[config.mk]
export PLATFORM = sky130hd
export DESIGN_NAME = cmpd_top
export DESIGN_NICKNAME = d
export VERILOG_FILES = /design/src/rtl/cmpd_pkg.sv /design/src/rtl/cmpd_top.sv
export SDC_FILE = /design/constraint.sdc
export NUM_CORES = 1
export LEC_CHECK = 0
export ABC_AREA = 1
export BUFFER_PORTS_ARGS = -buffer_cell sky130_fd_sc_hd__buf_2
export CAP_MARGIN = 20
export CORE_UTILIZATION = 38
export DETAILED_ROUTE_END_ITERATION = 16
export PLACE_DENSITY = 0.82
export SLEW_MARGIN = 20
export SYNTH_ARGS = -nofsm -noshare
export SYNTH_HDL_FRONTEND = slang
export SYNTH_SLANG_ARGS = --single-unit
[constraint.sdc]
create_clock -name aclk -period 1.3 [get_ports aclk]
set_clock_uncertainty 0.2 [all_clocks]
set_input_delay 0.13 -clock aclk [delete_from_list [all_inputs] [get_ports aclk]]
set_output_delay 0.13 -clock aclk [all_outputs]
set_load 0.01 [all_outputs]
[src/rtl/cmpd_pkg.sv]
package cmpd_pkg;
    // register byte offsets on the axi4-lite bus
    localparam logic [3:0] CMPD_CTRL_OFS = 4'h0;
    localparam logic [3:0] CMPD_MODE_OFS = 4'h4;
    localparam int CMPD_ADDR_W = 4;

    // control register field positions
    localparam int CMPD_EN_BIT = 7;
    localparam int CMPD_OUT_BIT = 6;
    localparam int CMPD_RISE_BIT = 5;
    localparam int CMPD_FALL_BIT = 4;
    localparam int CMPD_HYP_LSB = 2;
    localparam int CMPD_HYN_LSB = 0;
    localparam int CMPD_HYST_W = 2;
    localparam int CMPD_MODE_W = 2;

    // reset values
    localparam logic [CMPD_HYST_W-1:0] CMPD_HYST_RST = 2'h0;
    localparam logic [CMPD_MODE_W-1:0] CMPD_MODE_RST = 2'h2;

    // axi response codes
    localparam logic [1:0] CMPD_RESP_OKAY = 2'h0;
    localparam logic [1:0] CMPD_RESP_SLVERR = 2'h2;

    typedef enum logic [1:0] {
        CMPD_HYST_OFF = 2'b00,
        CMPD_HYST_5MV = 2'b01,
        CMPD_HYST_10MV = 2'b10,
        CMPD_HYST_20MV = 2'b11
    } cmpd_hyst_e;

    typedef enum logic [1:0] {
        CMPD_MODE0 = 2'b00,
        CMPD_MODE1 = 2'b01,
        CMPD_MODE2 = 2'b10,
        CMPD_MODE3 = 2'b11
    } cmpd_mode_e;
endpackage

[src/rtl/cmpd_top.sv]
// Operation
// latched and raw outputs offered to pins
// raw output works without any clock
// disabled: pin outputs low, core unpowered
// software selects response time mode
// hysteresis set by control bits three..zero
// negative hysteresis: off, 5, 10, 20 mV
// positive hysteresis field, same four choices
// falling transition sets falling flag
// rising transition sets rising flag
// flags stay until software clears
// interrupt request on either edge
// state bit reads current output
// enable bit turns comparator on/off
// spurious edges may be flagged
// software clears flags after setting changes
// comparator output offered as reset source
// control register bit layout as shown
// mode field codes, reset to two
// two-stage synchroniser, edges from samples
// hardware set beats software clear
module cmpd_top
    import cmpd_pkg::*;
#(
    parameter int SYNC_STAGES = 2
)
(
    input wire logic aclk,
    input wire logic aresetn,
    input wire logic clk_en,
    input wire logic [CMPD_ADDR_W-1:0] s_axi_awaddr,
    input wire logic [2:0] s_axi_awprot,
    input wire logic s_axi_awvalid,
    output logic s_axi_awready,
    input wire logic [31:0] s_axi_wdata,
    input wire logic [3:0] s_axi_wstrb,
    input wire logic s_axi_wvalid,
    output logic s_axi_wready,
    output logic [1:0] s_axi_bresp,
    output logic s_axi_bvalid,
    input wire logic s_axi_bready,
    input wire logic [CMPD_ADDR_W-1:0] s_axi_araddr,
    input wire logic [2:0] s_axi_arprot,
    input wire logic s_axi_arvalid,
    output logic s_axi_arready,
    output logic [31:0] s_axi_rdata,
    output logic [1:0] s_axi_rresp,
    output logic s_axi_rvalid,
    input wire logic s_axi_rready,
    input wire logic core_out,
    output logic core_power_en,
    output logic [CMPD_HYST_W-1:0] pos_hyst_sel,
    output logic [CMPD_HYST_W-1:0] neg_hyst_sel,
    output logic [CMPD_MODE_W-1:0] response_mode_sel,
    output logic latched_cmp_out,
    output logic raw_cmp_out,
    output logic cmp_reset_src,
    output logic cmp_irq
);
    logic cmp_enable_bit;
    logic rise_edge_flag;
    logic fall_edge_flag;
    localparam int SYNC_MIN = 2;
    localparam int SYNC_MAX = 4;
    localparam int REG_W = 8;

    typedef enum logic [1:0] {
        CMPD_SEL_NONE = 2'b00,
        CMPD_SEL_CTRL = 2'b01,
        CMPD_SEL_MODE = 2'b10
    } cmpd_sel_e;

    logic [SYNC_STAGES-1:0] sync_q;
    logic sync_out;
    logic latched_prev;
    logic edge_evt [0:1];
    logic edge_wbit [0:1];
    logic edge_flag [0:1];
    logic rd_take;
    logic aw_held;
    logic w_held;
    logic [CMPD_ADDR_W-1:0] aw_addr;
    logic [31:0] w_data;
    logic [3:0] w_strb;
    logic wr_go;
    logic wr_ctrl;
    logic wr_mode;
    logic rise_evt;
    logic fall_evt;
    logic [7:0] cmp_control_reg;
    logic [7:0] cmp_response_mode_reg;

    function automatic logic hit(input logic [CMPD_ADDR_W-1:0] a,
                                 input logic [CMPD_ADDR_W-1:0] ofs);
        hit = (a[CMPD_ADDR_W-1:2] == ofs[CMPD_ADDR_W-1:2]);
    endfunction

    // register select from the word address; byte lane bits are ignored
    function automatic cmpd_sel_e decode(input logic [CMPD_ADDR_W-1:0] a);
        if (hit(a, CMPD_CTRL_OFS)) begin
            decode = CMPD_SEL_CTRL;
        end else if (hit(a, CMPD_MODE_OFS)) begin
            decode = CMPD_SEL_MODE;
        end else begin
            decode = CMPD_SEL_NONE;
        end
    endfunction

    // both registers answer; every other word is refused with an error
    function automatic logic mapped(input logic [CMPD_ADDR_W-1:0] a);
        mapped = (decode(a) != CMPD_SEL_NONE);
    endfunction

    // fewer stages would let a metastable sample reach the edge detector
    if (SYNC_STAGES < SYNC_MIN) begin : g_sync_low
        $error("cmpd_top needs at least two synchroniser stages");
    end

    // more stages only add latency to the latched output, the reset source, the state bit and the flags
    if (SYNC_STAGES > SYNC_MAX) begin : g_sync_high
        $error("cmpd_top synchroniser deeper than four stages");
    end

    // the control image must fit in the low byte of the bus word
    if (CMPD_EN_BIT >= REG_W) begin : g_layout_check
        $error("cmpd_top control layout wider than one byte");
    end

    // word select needs address bits above the byte lane
    if (CMPD_ADDR_W < 3) begin : g_addr_check
        $error("cmpd_top address too narrow for two registers");
    end

    // raw path is purely combinational so it runs with the clock stopped
    assign raw_cmp_out = core_out & cmp_enable_bit;
    assign core_power_en = cmp_enable_bit;

    // only the first stage reads the pin; the rest of the chain follows it
    always_ff @(posedge aclk) begin
        if (!aresetn) begin
            sync_q <= '0;
        end else if (clk_en) begin
            sync_q <= {sync_q[SYNC_STAGES-2:0], core_out};
        end
    end

    assign sync_out = sync_q[SYNC_STAGES-1];

    // gated by enable so a disabled core gives no pin level
    assign latched_cmp_out = sync_out & cmp_enable_bit;
    assign cmp_reset_src = latched_cmp_out;

    // previous sample of the gated output, for edge detection
    always_ff @(posedge aclk) begin
        if (!aresetn) begin
            latched_prev <= 1'b0;
        end else if (clk_en) begin
            latched_prev <= latched_cmp_out;
        end
    end

    // edges of the gated output: disabling while the output is high sets the fall flag,
    // and enabling with the input high sets the rise flag, hence clearing after setup
    assign rise_evt = latched_cmp_out & ~latched_prev;
    assign fall_evt = ~latched_cmp_out & latched_prev;

    // write channel capture: address and data in either order
    assign s_axi_awready = ~aw_held & ~s_axi_bvalid;
    assign s_axi_wready = ~w_held & ~s_axi_bvalid;
    assign wr_go = aw_held & w_held & ~s_axi_bvalid;
    assign wr_ctrl = wr_go & (decode(aw_addr) == CMPD_SEL_CTRL) & w_strb[0];
    assign wr_mode = wr_go & (decode(aw_addr) == CMPD_SEL_MODE) & w_strb[0];

    // address holder: keeps the address until its data has arrived
    always_ff @(posedge aclk) begin
        if (!aresetn) begin
            aw_held <= 1'b0;
            aw_addr <= '0;
        end else if (clk_en) begin
            if (s_axi_awvalid && s_axi_awready) begin
                aw_held <= 1'b1;
                aw_addr <= s_axi_awaddr;
            end else if (wr_go) begin
                aw_held <= 1'b0;
            end
        end
    end

    // data holder: keeps data and strobes until the address has arrived
    always_ff @(posedge aclk) begin
        if (!aresetn) begin
            w_held <= 1'b0;
            w_data <= '0;
            w_strb <= '0;
        end else if (clk_en) begin
            if (s_axi_wvalid && s_axi_wready) begin
                w_held <= 1'b1;
                w_data <= s_axi_wdata;
                w_strb <= s_axi_wstrb;
            end else if (wr_go) begin
                w_held <= 1'b0;
            end
        end
    end

    // one response per write; a refused word still answers, with an error
    always_ff @(posedge aclk) begin
        if (!aresetn) begin
            s_axi_bvalid <= 1'b0;
            s_axi_bresp <= CMPD_RESP_OKAY;
        end else if (clk_en) begin
            if (wr_go) begin
                s_axi_bvalid <= 1'b1;
                s_axi_bresp <= mapped(aw_addr) ? CMPD_RESP_OKAY : CMPD_RESP_SLVERR;
            end else if (s_axi_bready) begin
                s_axi_bvalid <= 1'b0;
            end
        end
    end

    // enable also gates power to the core
    always_ff @(posedge aclk) begin
        if (!aresetn) begin
            cmp_enable_bit <= 1'b0;
        end else if (clk_en && wr_ctrl) begin
            cmp_enable_bit <= w_data[CMPD_EN_BIT];
        end
    end

    // hysteresis changes may flag a false edge; software clears afterwards
    always_ff @(posedge aclk) begin
        if (!aresetn) begin
            pos_hyst_sel <= CMPD_HYST_RST;
        end else if (clk_en && wr_ctrl) begin
            pos_hyst_sel <= w_data[CMPD_HYP_LSB +: CMPD_HYST_W];
        end
    end

    // negative side is set on its own, same four codes
    always_ff @(posedge aclk) begin
        if (!aresetn) begin
            neg_hyst_sel <= CMPD_HYST_RST;
        end else if (clk_en && wr_ctrl) begin
            neg_hyst_sel <= w_data[CMPD_HYN_LSB +: CMPD_HYST_W];
        end
    end

    // mode resets to code two, not to the fastest setting
    always_ff @(posedge aclk) begin
        if (!aresetn) begin
            response_mode_sel <= CMPD_MODE_RST;
        end else if (clk_en && wr_mode) begin
            response_mode_sel <= w_data[CMPD_MODE_W-1:0];
        end
    end

    // sticky edge flags; writing 0 clears, writing 1 leaves as is
    assign edge_evt[0] = rise_evt;
    assign edge_evt[1] = fall_evt;
    assign edge_wbit[0] = w_data[CMPD_RISE_BIT];
    assign edge_wbit[1] = w_data[CMPD_FALL_BIT];

    // set is tested first so an edge in the clearing cycle is not lost
    for (genvar f = 0; f < 2; f++) begin : g_flag
        always_ff @(posedge aclk) begin
            if (!aresetn) begin
                edge_flag[f] <= 1'b0;
            end else if (clk_en) begin
                if (edge_evt[f]) begin
                    edge_flag[f] <= 1'b1;
                end else if (wr_ctrl && !edge_wbit[f]) begin
                    edge_flag[f] <= 1'b0;
                end
            end
        end
    end

    assign rise_edge_flag = edge_flag[0];
    assign fall_edge_flag = edge_flag[1];

    // level request: stays up as long as either flag does
    assign cmp_irq = rise_edge_flag | fall_edge_flag;

    always_comb begin
        cmp_control_reg = '0;
        cmp_control_reg[CMPD_EN_BIT] = cmp_enable_bit;
        cmp_control_reg[CMPD_OUT_BIT] = latched_cmp_out;
        cmp_control_reg[CMPD_RISE_BIT] = rise_edge_flag;
        cmp_control_reg[CMPD_FALL_BIT] = fall_edge_flag;
        cmp_control_reg[CMPD_HYP_LSB +: CMPD_HYST_W] = pos_hyst_sel;
        cmp_control_reg[CMPD_HYN_LSB +: CMPD_HYST_W] = neg_hyst_sel;
    end

    always_comb begin
        cmp_response_mode_reg = '0;
        cmp_response_mode_reg[CMPD_MODE_W-1:0] = response_mode_sel;
    end

    // read channel: one read at a time
    assign s_axi_arready = ~s_axi_rvalid;
    assign rd_take = s_axi_arvalid & s_axi_arready;

    // valid stands until the master takes it
    always_ff @(posedge aclk) begin
        if (!aresetn) begin
            s_axi_rvalid <= 1'b0;
        end else if (clk_en) begin
            if (rd_take) begin
                s_axi_rvalid <= 1'b1;
            end else if (s_axi_rready) begin
                s_axi_rvalid <= 1'b0;
            end
        end
    end

    // refused reads answer with an error and a zero word
    always_ff @(posedge aclk) begin
        if (!aresetn) begin
            s_axi_rresp <= CMPD_RESP_OKAY;
        end else if (clk_en && rd_take) begin
            s_axi_rresp <= mapped(s_axi_araddr) ? CMPD_RESP_OKAY : CMPD_RESP_SLVERR;
        end
    end

    // data captured with the request, so it stands while valid waits
    always_ff @(posedge aclk) begin
        if (!aresetn) begin
            s_axi_rdata <= '0;
        end else if (clk_en && rd_take) begin
            unique case (decode(s_axi_araddr))
                CMPD_SEL_CTRL: begin
                    s_axi_rdata <= {24'h000000, cmp_control_reg};
                end
                CMPD_SEL_MODE: begin
                    s_axi_rdata <= {24'h000000, cmp_response_mode_reg};
                end
                default: begin
                    s_axi_rdata <= '0;
                end
            endcase
        end
    end
endmodule

==> impl_metrics.yaml, run 1 <==
critical_path:
  worstReg2RegStart: "w_held$_SDFFE_PN0P_"
  crit_type: "reg -> out"
  crit_path_start_kind: "flip-flop"
  crit_start: "edge_flag[0]$_SDFFCE_PP0P_"
  cp_data_required_time_ps: 970
  r2r_cells: 6
  critical_path_arrival_ps: 1030
  worst-path-max-fanout: 2
  worst_setup_ep_type: "primary output"
global_routing:
  largest_net_degree_at_the_start_of_global_routing: 16
  number_of_global_route_vias_before_repair: 1362
  grt_pass1_wl_mm: 5.75
  grt-ovfl-total: 0
  grt_antenna_before_repair: 0
  globalRouteTotalUtil_pct: 16.7
drt:
  route.antenna.remaining_nets: 0
  drt_drc_violations_left: 0
  firstDrtPassIters: 4
  final_wirelength_mm: 3.77
  drt-vias-per-instance: 4.48
  vias: 1641
  post_drt_wl_per_cell_um: 10.3
  drt-initial-drc-count: 86
power_and_ir_drop:
  powerDensity_mw_per_mm2: 1070
  clock_power_share_pct: 40.9
  static-leakage-power_nw: 1.16
  seq_power_share_pct: 45.3
  total_power_mw: 2.61
  power.share.combinational_pct: 13.8
  switching_share_pct: 23.8
  psw_uw: 621
  irDropWorstVdd_mv: 0.620
  cell_internal_pwr_mw: 1.99
timing:
  tns_ps: -82.4
  fmaxAchievable_mhz: 734
  finalMaxSlewViolations: 0
  finalCriticalPeriod_ps: 1360
  rsz0062_at_grt: "yes"
  timing.final.ws_setup_ps: -61.9
  timing_hold_violations_final: 1
  fin_hold_ws_ps: -0.632
  final_min_period_over_clock_period_pct: 105
  report.final.setup_viol: 2
die:
  die_y_um: 68.8
  io-pin-count: 111
  placementRows: 23
  core-area_mm2: 0.00414
  initial_core_util_pct: 40.9
  die_x_um: 68.8
  die-area_mm2: 0.00473
final_layout:
  syn2layout_area_growth_pct: 43.8
  mostFrequentLayoutCells: "50 x nor2_1, 41 x buf_2, 33 x nand2_1, 29 x dfxtp_1, 26 x conb_1"
  most_common_library_cell_in_the_layout_ignoring_fill_and_taps: "nor2_1"
  finalNonFillerCells: 366
  finalNetCount: 374
  final_core_utilization_pct: 58.8
  proportion_of_layout_cells_with_a_drive_suffix_above_1_pct: 32.6
  final_design_area_no_fill_mm2: 0.00244
  fillers: 390
  n_antenna_cell: 0
cts:
  ctsHtreeMaxLevel: 2
  cts_num_sinks: 36
  clk_pin_slew_worst_paths_ps: 70
  insertion_delay_ps: 290
  bufs_on_longest_clock_path: 2
  cts.root.buffer_cell: "clkbuf_8"
  tritoncts.num_buffers: 5
  tritoncts: "done"
synthesis:
  synthesis.area_mm2: 0.00170
  synth_warnings: 0
  synthesis.instances: 236
  synth_largest_area_cell: "dfxtp_1"
  synth_cell_types: 20
  ys_ff_latch: 36
  netlist.area_leader.share_pct: 41.3
  synth.yosys.seq_area_share_pct: 43.1
  synth.top_cells.by_area: "dfxtp_1 41%, buf_4 12%, nor2_1 12%"
  synthesis.area_per_instance_um2: 7.18
placement:
  dpl_cell_area_mm2: 0.00194
  count_of_buffers_inserted_at_the_top_level_ports: 46
  dp_slack_ps: -28.6
  place_hpwl_mm: 2.47
  global_placement_routability_congestion: 0.763
  place.detailed.instances: 335
run_status:
  outcome: "complete, but fails checks"
  violations_in_the_final_reports: "negative hold slack, negative setup slack"
hold_path:
  worstHoldPathType: "in -> reg"
  whs_path_depth: 3
  hold_crit_start: "clk_en"
job:
  drv_cap: 0
[power groups by stage]
stage | Clock [mW] | Sequential [mW] | Combinational [mW]
2_1_floorplan | 0 | 1.20 | 0.230
3_3_place_gp | 0 | 1.20 | 0.263
3_5_place_dp | 0 | 1.20 | 0.267
4_1_cts | 1.09 | 1.18 | 0.315
5_1_grt | 1.16 | 1.19 | 0.408
6_report | 1.07 | 1.18 | 0.360
[synthesized netlist by cell type (all sizes together)]
cell type / number
nand3: 19
inv: 18
clkinv: 1
o21ai: 17
or2: 1
conb: 1
buf: 31
clkbuf: 2
edfxtp: 1
a21oi: 13
dfxtp: 35
nand2: 40
nor2: 57
[flip-flops by register name, indices dropped and copies added, names as in the netlist, 2 cells and up]
name and cells:
aw_addr 2, edge_flag 2, neg_hyst_sel 2, pos_hyst_sel 2, response_mode_sel 2, s_axi_rdata 8
sync_q 2, w_data 7
[worst max-delay path, stage by stage, from the launching register on]
cell and delay, ps:
edfxtp_1 390, or2_4 240, buf_6 120
[timing repair]
item                       CTS  global route
hold buffers                16             0
gates resized for setup      9            44
buffers inserted             3             5
cloned                       0             1
setup endpoints to repair    6            38
pin swaps                    4             6
hold endpoints to repair    20             0
[final timing paths]
| path | to | slack, ps |
|---|---|---|
| hold / removal | aw_held$_SDFFE_PN0P_ | -0.6 |
| setup reg to reg | edge_flag[0]$_SDFFCE_PP0P_ | -20 |
| setup / recovery | cmp_irq | -60 |
| hold reg to reg | s_axi_rdata[3]$_SDFFE_PN0P_ | 260 |
[cells by family after synthesis]
family          Yosys count  synth area share (%)
buf+inv                  52                  18.6
compound gates           30                  8.86
simple gates            117                  29.2
flops                    36                  43.1
other cells               1                 0.221
[cell type report]
class | count | area, um2 | area share, %
clock buffer | 7 | 96.3 | 3.95
clock inverter | 1 | 30.0 | 1.23
inverter | 19 | 76.3 | 3.13
multi-input combinational | 173 | 828 | 34.0
sequential | 36 | 743 | 30.5
tap | 50 | 62.6 | 2.57
timing repair buffer | 80 | 601 | 24.6
[metal layers]
layer / vias to the layer above / GRT usage (%) / wire length, um
met2: 73 / 30.9 / 1860
met3: 0 / 4.11 / 282
met5: - / 0 / 0
li1: 849 / - / -
met1: 719 / 18.0 / 1630
met4: 0 / 6.89 / 0
(Power assumes the default switching activity.)
==> inputs of run 2 (changes only) <==
- BUFFER_PORTS_ARGS: -buffer_cell sky130_fd_sc_hd__buf_2 -> -buffer_cell sky130_fd_sc_hd__buf_4
- SETUP_SLACK_MARGIN: default -> 0.1
==> run 2 against run 1 <==
Net effect:
- the run ends with negative setup slack left
- sequential share of layout area decreased by 2.7 points
- non-clock buffer count increased by 6
- utilization grew 6.3 points
- fmax decreased by 1.8%
- critical path depth is the same
- combinational power up 23%
- first-iteration DRC count down 24%
- cell count up 1.9%
- critical path type unchanged
==> impl_metrics.yaml, run 2 (same netlist as run 1, synthesis figures left out) <==
run_status:
  outcome: "complete, but fails checks"
  violations_in_the_final_reports: "negative setup slack"
power_and_ir_drop:
  clock_power_share_pct: 37.7
  psw_uw: 691
  powerDensity_mw_per_mm2: 970
  switching_share_pct: 26.4
  irDropWorstVdd_mv: 0.539
  power.share.combinational_pct: 16.9
  total_power_mw: 2.62
  static-leakage-power_nw: 1.23
  seq_power_share_pct: 45.4
  cell_internal_pwr_mw: 1.93
critical_path:
  crit_path_start_kind: "flip-flop"
  crit_start: "edge_flag[0]$_SDFFCE_PP0P_"
  timing.reg2reg.setup_slack_ps: -40
  worst-path-buf-inv: 1
  critPathSlowestCell: "edfxtp_1"
  cp_slowest_stage_delay_ps: 400
  worst_setup_ep_type: "primary output"
  cp_cell_sequence: "or2_4 -> buf_6"
  cell_family_with_most_cp_delay: "flip-flops"
  crit_end: "cmp_irq"
  crit_type: "reg -> out"
  worstSetupPathDepth: 2
  worstReg2RegStart: "s_axi_bvalid$_SDFFE_PN0P_"
  worst-path-max-fanout: 2
  r2r_cells: 6
  cp_data_required_time_ps: 970
  endpoint_of_the_worst_register_to_register_path: "w_data[7]$_SDFFE_PN0P_"
  critical_path_arrival_ps: 1060
drt:
  top_layer_used: "met4"
  vias: 1722
  drt_drc_violations_left: 0
  dr_wl_met2_mm: 2.36
  wl_met3_um: 282
  post_drt_wl_per_cell_um: 12.0
  firstDrtPassIters: 4
  route.antenna.remaining_nets: 0
  sum_of_routed_wire_segments_on_met1_mm: 1.74
  drt-vias-per-instance: 4.62
  drt-initial-drc-count: 65
  final_wirelength_mm: 4.48
cts:
  ctsHtreeMaxLevel: 2
  tritoncts.num_buffers: 5
  insertion_delay_ps: 300
  tritoncts: "done"
  cts.root.buffer_cell: "clkbuf_8"
  clk_pin_slew_worst_paths_ps: 80
  bufs_on_longest_clock_path: 2
  cts_num_sinks: 36
die:
  core-area_mm2: 0.00414
  initial_core_util_pct: 40.9
  die-area_mm2: 0.00473
  die_y_um: 68.8
  placementRows: 23
  io-pin-count: 111
  die_x_um: 68.8
global_routing:
  globalRouteTotalUtil_pct: 19.4
  number_of_global_route_vias_before_repair: 1462
  largest_net_degree_at_the_start_of_global_routing: 13
  grt_antenna_before_repair: 0
  grt_pass1_wl_mm: 6.49
  grt-ovfl-total: 0
final_layout:
  finalNonFillerCells: 373
  syn2layout_area_growth_pct: 59.2
  fillers: 368
  proportion_of_layout_cells_with_a_drive_suffix_above_1_pct: 41.5
  n_antenna_cell: 0
  largest_reg_flops: 8
  mostFrequentLayoutCells: "47 x buf_4, 41 x nor2_1, 30 x nand2_1, 27 x dfxtp_1, 26 x conb_1"
  most_common_library_cell_in_the_layout_ignoring_fill_and_taps: "buf_4"
  final_design_area_no_fill_mm2: 0.00270
  largest_registers: "s_axi_rdata x8, w_data x7"
  registers.top_by_ff_count: "s_axi_rdata"
  finalNetCount: 381
placement:
  place_hpwl_mm: 2.61
  dpl_cell_area_mm2: 0.00204
  count_of_buffers_inserted_at_the_top_level_ports: 46
  place.detailed.instances: 335
  global_placement_routability_congestion: 0.786
timing:
  final_min_period_over_clock_period_pct: 107
  finalMaxSlewViolations: 0
  finalCriticalPeriod_ps: 1390
  report.final.setup_viol: 8
  tns_ps: -263
  timing_hold_violations_final: 0
  rsz0062_at_grt: "yes"
  fmaxAchievable_mhz: 721
  timing.final.ws_setup_ps: -87.4
hold_path:
  worstHoldPathType: "in -> reg"
job:
  drv_cap: 0
==> run 2: how the worst min path moves through the flow <==
stage                                from                          end  slack (ps)  cells past startpoint
after CTS                   s_axi_arvalid  s_axi_rdata[5]$_SDFFE_PN0P_           9                      5
after floorplan                  core_out       sync_q[0]$_SDFFE_PN0P_          60                      2
after global routing        s_axi_arvalid  s_axi_rdata[5]$_SDFFE_PN0P_          30                      5
final                     s_axi_araddr[2]  s_axi_rdata[1]$_SDFFE_PN0P_          10                      5
after global placement           core_out       sync_q[0]$_SDFFE_PN0P_         170                      3
after detailed placement  s_axi_awaddr[2]      aw_addr[2]$_SDFFE_PN0P_         180                      3
==> run 2: final cells by class <==
class                      instances  area, um2  share of cell area, %
clock buffer                       5       68.8                   2.55
clock inverter                     3       42.5                   1.58
inverter                          19       78.8                   2.92
multi-input combinational        174        926                   34.3
sequential                        36        751                   27.8
tap                               50       62.6                   2.32
timing repair buffer              86        769                   28.5
==> run 2: through the flow <==
| step | setup WS, ps | hold WS (ps) | utilization, % |
|---|---|---|---|
| 2_1_floorplan | -45.7 | 64.9 | - |
| 3_3_place_gp | -3.70 | 173 | 49.3 |
| 3_5_place_dp | -31.1 | 184 | 49.3 |
| 4_1_cts | -96.0 | 8.90 | 61.6 |
| 5_1_grt | -128 | 25.8 | 65.1 |
| 6_report | -87.4 | 12.0 | 65.1 |
==> run 2: what timing repair did <==
item,CTS,global route
hold buffers,20,0
cloned,2,0
hold endpoints to repair,25,0
buffers inserted,5,3
endpoints found under the setup margin,26,39
pin swaps,13,18
resized for setup,54,42
==> run 2: power groups by stage <==
stage | registers (mW) | clock network [mW] | logic [mW]
3_5_place_dp | 1.21 | 0 | 0.290
2_1_floorplan | 1.20 | 0 | 0.230
6_report | 1.19 | 0.987 | 0.443
5_1_grt | 1.19 | 1.07 | 0.487
3_3_place_gp | 1.20 | 0 | 0.286
4_1_cts | 1.18 | 1.01 | 0.383
==> run 2: tightest hold or removal path, delay by kind of cell <==
family                 cells  cell delay [ps]
AND/OR/NAND/NOR            4              250
buffers and inverters      1               90
==> run 2: metal layers <==
metal  vias to the layer above  GRT usage, %
met5                         -             0
met4                         0          7.40
met3                        10          6.09
met2                        73          34.9
met1                       776          21.1
li1                        863             -
==> inputs of run 3 (changes only) <==
- ABC_AREA: 1 -> default
- CORE_UTILIZATION: 38 -> 37
- PLACE_DENSITY: 0.82 -> 0.81
==> run 3 against run 2 <==
Net effect:
- the run still ends with negative setup slack left
- power fell by 9.4%
- clock power fell by 13%
- setup slack improved by 8.3 ps
- die area rose by 0.93%
- combinational power fell by 21%
- first-iteration DRC count fell by 17%
- fmax rose by 0.60%
- clock-buffer cell count rose by 2
- flip-flop and latch count did not move
- highest routed layer unchanged
==> impl_metrics.yaml, run 3 <==
drt:
  drt-initial-drc-count: 54
  final_wirelength_mm: 3.84
  drt-vias-per-instance: 4.59
  route.antenna.remaining_nets: 0
  drt_drc_violations_left: 0
  post_drt_wl_per_cell_um: 12.0
  firstDrtPassIters: 4
  vias: 1472
critical_path:
  r2r_cells: 3
  crit_type: "reg -> out"
  endpoint_of_the_worst_register_to_register_path: "edge_flag[0]$_SDFFCE_PP0P_"
  timing.reg2reg.setup_slack_ps: -80
  worst_setup_ep_type: "primary output"
  cp_slowest_stage_delay_ps: 400
  cp_cell_sequence: "or2_4 -> buf_6"
  worst-path-max-fanout: 2
  cp_data_required_time_ps: 970
  worstReg2RegStart: "latched_prev$_SDFFE_PN0P_"
  critical_path_arrival_ps: 1050
  critPathSlowestCell: "edfxtp_1"
  crit_path_start_kind: "flip-flop"
  worst-path-buf-inv: 1
  cell_family_with_most_cp_delay: "flip-flops"
timing:
  tightestPinTransition_ps: 531
  timing_hold_violations_final: 0
  timing.final.ws_setup_ps: -79.1
  report.final.setup_viol: 20
  rsz0062_at_grt: "yes"
  final_min_period_over_clock_period_pct: 106
  fin_hold_ws_ps: 11.0
  tns_ps: -764
  finalCriticalPeriod_ps: 1380
  fmaxAchievable_mhz: 725
  slew-limit-headroom_pct: 64.4
  finalMaxSlewViolations: 0
synthesis:
  yosys.area_share.adder_pct: 0
  synth.top_cells.by_area: "dfxtp_1 42%, mux2i_1 14%, buf_4 13%"
  synth.yosys.seq_area_share_pct: 43.8
  dominant_combinational_cell_family_by_area_after_synthesis: "simple AND/OR/NAND/NOR gates"
  cell_with_the_most_instances_after_synthesis: "dfxtp_1"
  yosys.area_share.simple_pct: 20.9
  synthesis.area_mm2: 0.00167
  synthesized_area_fraction_occupied_by_ao_oa_aoi_and_oai_cells_pct: 5.93
  synth_cell_types: 28
  synthesis.instances: 183
  synthXorXnorAreaFrac_pct: 0
  ys_ff_latch: 36
  synth_warnings: 0
  yosys_most_used_dff: "dfxtp_1"
  ys_async_sr_fraction_pct: 0
  synth_enable_flop_cells: 1
  synthesis.area_per_instance_um2: 9.11
  netlist.area_leader.share_pct: 42.0
  post_synth_mux_area_share_pct: 13.8
  post_synth_most_frequent_cells: "35 x dfxtp_1, 29 x buf_4, 23 x mux2i_1, 23 x nor2_1, 22 x nand2_1"
  synth_largest_area_cell: "dfxtp_1"
run_status:
  outcome: "complete, but fails checks"
  violations_in_the_final_reports: "negative setup slack"
final_layout:
  mostFrequentLayoutCells: "56 x buf_4, 26 x conb_1, 26 x dfxtp_1, 22 x mux2i_1, 22 x nand2_1"
  most_common_library_cell_in_the_layout_ignoring_fill_and_taps: "buf_4"
  finalNetCount: 328
  proportion_of_layout_cells_with_a_drive_suffix_above_1_pct: 43.1
  finalNonFillerCells: 321
  syn2layout_area_growth_pct: 54.4
  final_design_area_no_fill_mm2: 0.00257
  largest_reg_flops: 8
  largest_registers: "s_axi_rdata x8, w_data x7"
  n_antenna_cell: 0
  registers.top_by_ff_count: "s_axi_rdata"
  final_core_utilization_pct: 59.1
placement:
  count_of_buffers_inserted_at_the_top_level_ports: 46
  dp_slack_ps: -120
  place.detailed.instances: 290
  place_hpwl_mm: 2.60
  dpl_cell_area_mm2: 0.00207
  global_placement_routability_congestion: 0.708
power_and_ir_drop:
  total_power_mw: 2.37
  irDropWorstVdd_mv: 0.568
  clock_power_share_pct: 36.0
  power.share.combinational_pct: 14.9
  switching_share_pct: 24.4
  seq_power_share_pct: 49.1
  psw_uw: 577
  powerDensity_mw_per_mm2: 921
  cell_internal_pwr_mw: 1.79
  static-leakage-power_nw: 1.14
hold_path:
  worstHoldPathType: "in -> reg"
  whs_path_depth: 3
  hold_end: "s_axi_rdata[1]$_SDFFE_PN0P_"
  hold_crit_start: "s_axi_araddr[2]"
die:
  placementRows: 24
  die_x_um: 69.1
  core-area_mm2: 0.00435
  die-area_mm2: 0.00478
  initial_core_util_pct: 38.3
  io-pin-count: 111
  die_y_um: 69.1
global_routing:
  global_route.usage.met2_pct: 25.7
  grt.busiest_layer: "met2"
  largest_net_degree_at_the_start_of_global_routing: 15
  grt-ovfl-total: 0
  number_of_global_route_vias_before_repair: 1322
  use_met1_pct: 19.4
  globalRouteTotalUtil_pct: 15.8
  grt_pass1_wl_mm: 6.00
  grt_antenna_before_repair: 0
  globalRouteMet3Util_pct: 5.85
cts:
  ctsHtreeMaxLevel: 2
  cts_num_sinks: 36
  tritoncts: "done"
  bufs_on_longest_clock_path: 2
  clk_pin_slew_worst_paths_ps: 70
  tritoncts.num_buffers: 5
  cts.root.buffer_cell: "clkbuf_8"
  insertion_delay_ps: 290
job:
  drv_cap: 0
## run 3: cell types whose count changed after synthesis, sizes merged, moves of 11 or more
cell,change
inv,-15
mux2i,+23
o21ai,-16
nor2,-34
nand2,-18
nand3,-11
## run 3: kinds of logic after synthesis
kind of cell    Yosys count
flops                    36
other cells               1
mux                      23
compound gates           17
buf+inv                  38
simple gates             68
## run 3: worst max path at each step
stage	start	end	slack [ps]	cells past startpoint
2_1_floorplan	s_axi_bvalid$_SDFFE_PN0P_	edge_flag[0]$_SDFFCE_PP0P_	-240	3
3_3_place_gp	aw_addr[3]$_SDFFE_PN0P_	edge_flag[1]$_DFF_P_	-90	4
3_5_place_dp	aw_addr[3]$_SDFFE_PN0P_	edge_flag[1]$_DFF_P_	-120	4
4_1_cts	edge_flag[0]$_SDFFCE_PP0P_	cmp_irq	-70	2
5_1_grt	s_axi_bvalid$_SDFFE_PN0P_	edge_flag[0]$_SDFFCE_PP0P_	-130	3
6_report	edge_flag[0]$_SDFFCE_PP0P_	cmp_irq	-80	2
## run 3: worst min-delay path, cell delays in order
cell,delay [ps]
buf_4,100
mux2i_1,80
o31ai_2,160
## run 3: routing by layer
| metal | up-vias | part of all wire [%] |
|---|---|---|
| li1 | 725 | - |
| met1 | 692 | 45 |
| met2 | 50 | 48 |
| met3 | 5 | 5.2 |
| met4 | 0 | 1.3 |
| met5 | - | 0 |
## run 3: cell type report
cell class | instances | area, um2
clock buffer | 7 | 96.3
fill | 371 | 1780
inverter | 3 | 11.3
multi-input combinational | 134 | 882
sequential | 36 | 744
tap | 52 | 65.1
timing repair buffer | 89 | 773
## run 3: what timing repair did
action                     CTS  global route
buffers inserted             5             2
gates resized for setup     30            22
hold buffers                17             0
pin swaps                    6            15
hold endpoints to repair    22             0
setup endpoints to repair   39            39
## run 3: power by group through the flow
| stage | clock network (mW) | logic, mW | registers (mW) |
|---|---|---|---|
| 2_1_floorplan | 0 | 0.209 | 1.18 |
| 3_3_place_gp | 0 | 0.265 | 1.18 |
| 5_1_grt | 0.922 | 0.380 | 1.17 |
| 6_report | 0.854 | 0.352 | 1.16 |
| 4_1_cts | 0.866 | 0.331 | 1.16 |
| 3_5_place_dp | 0 | 0.268 | 1.18 |
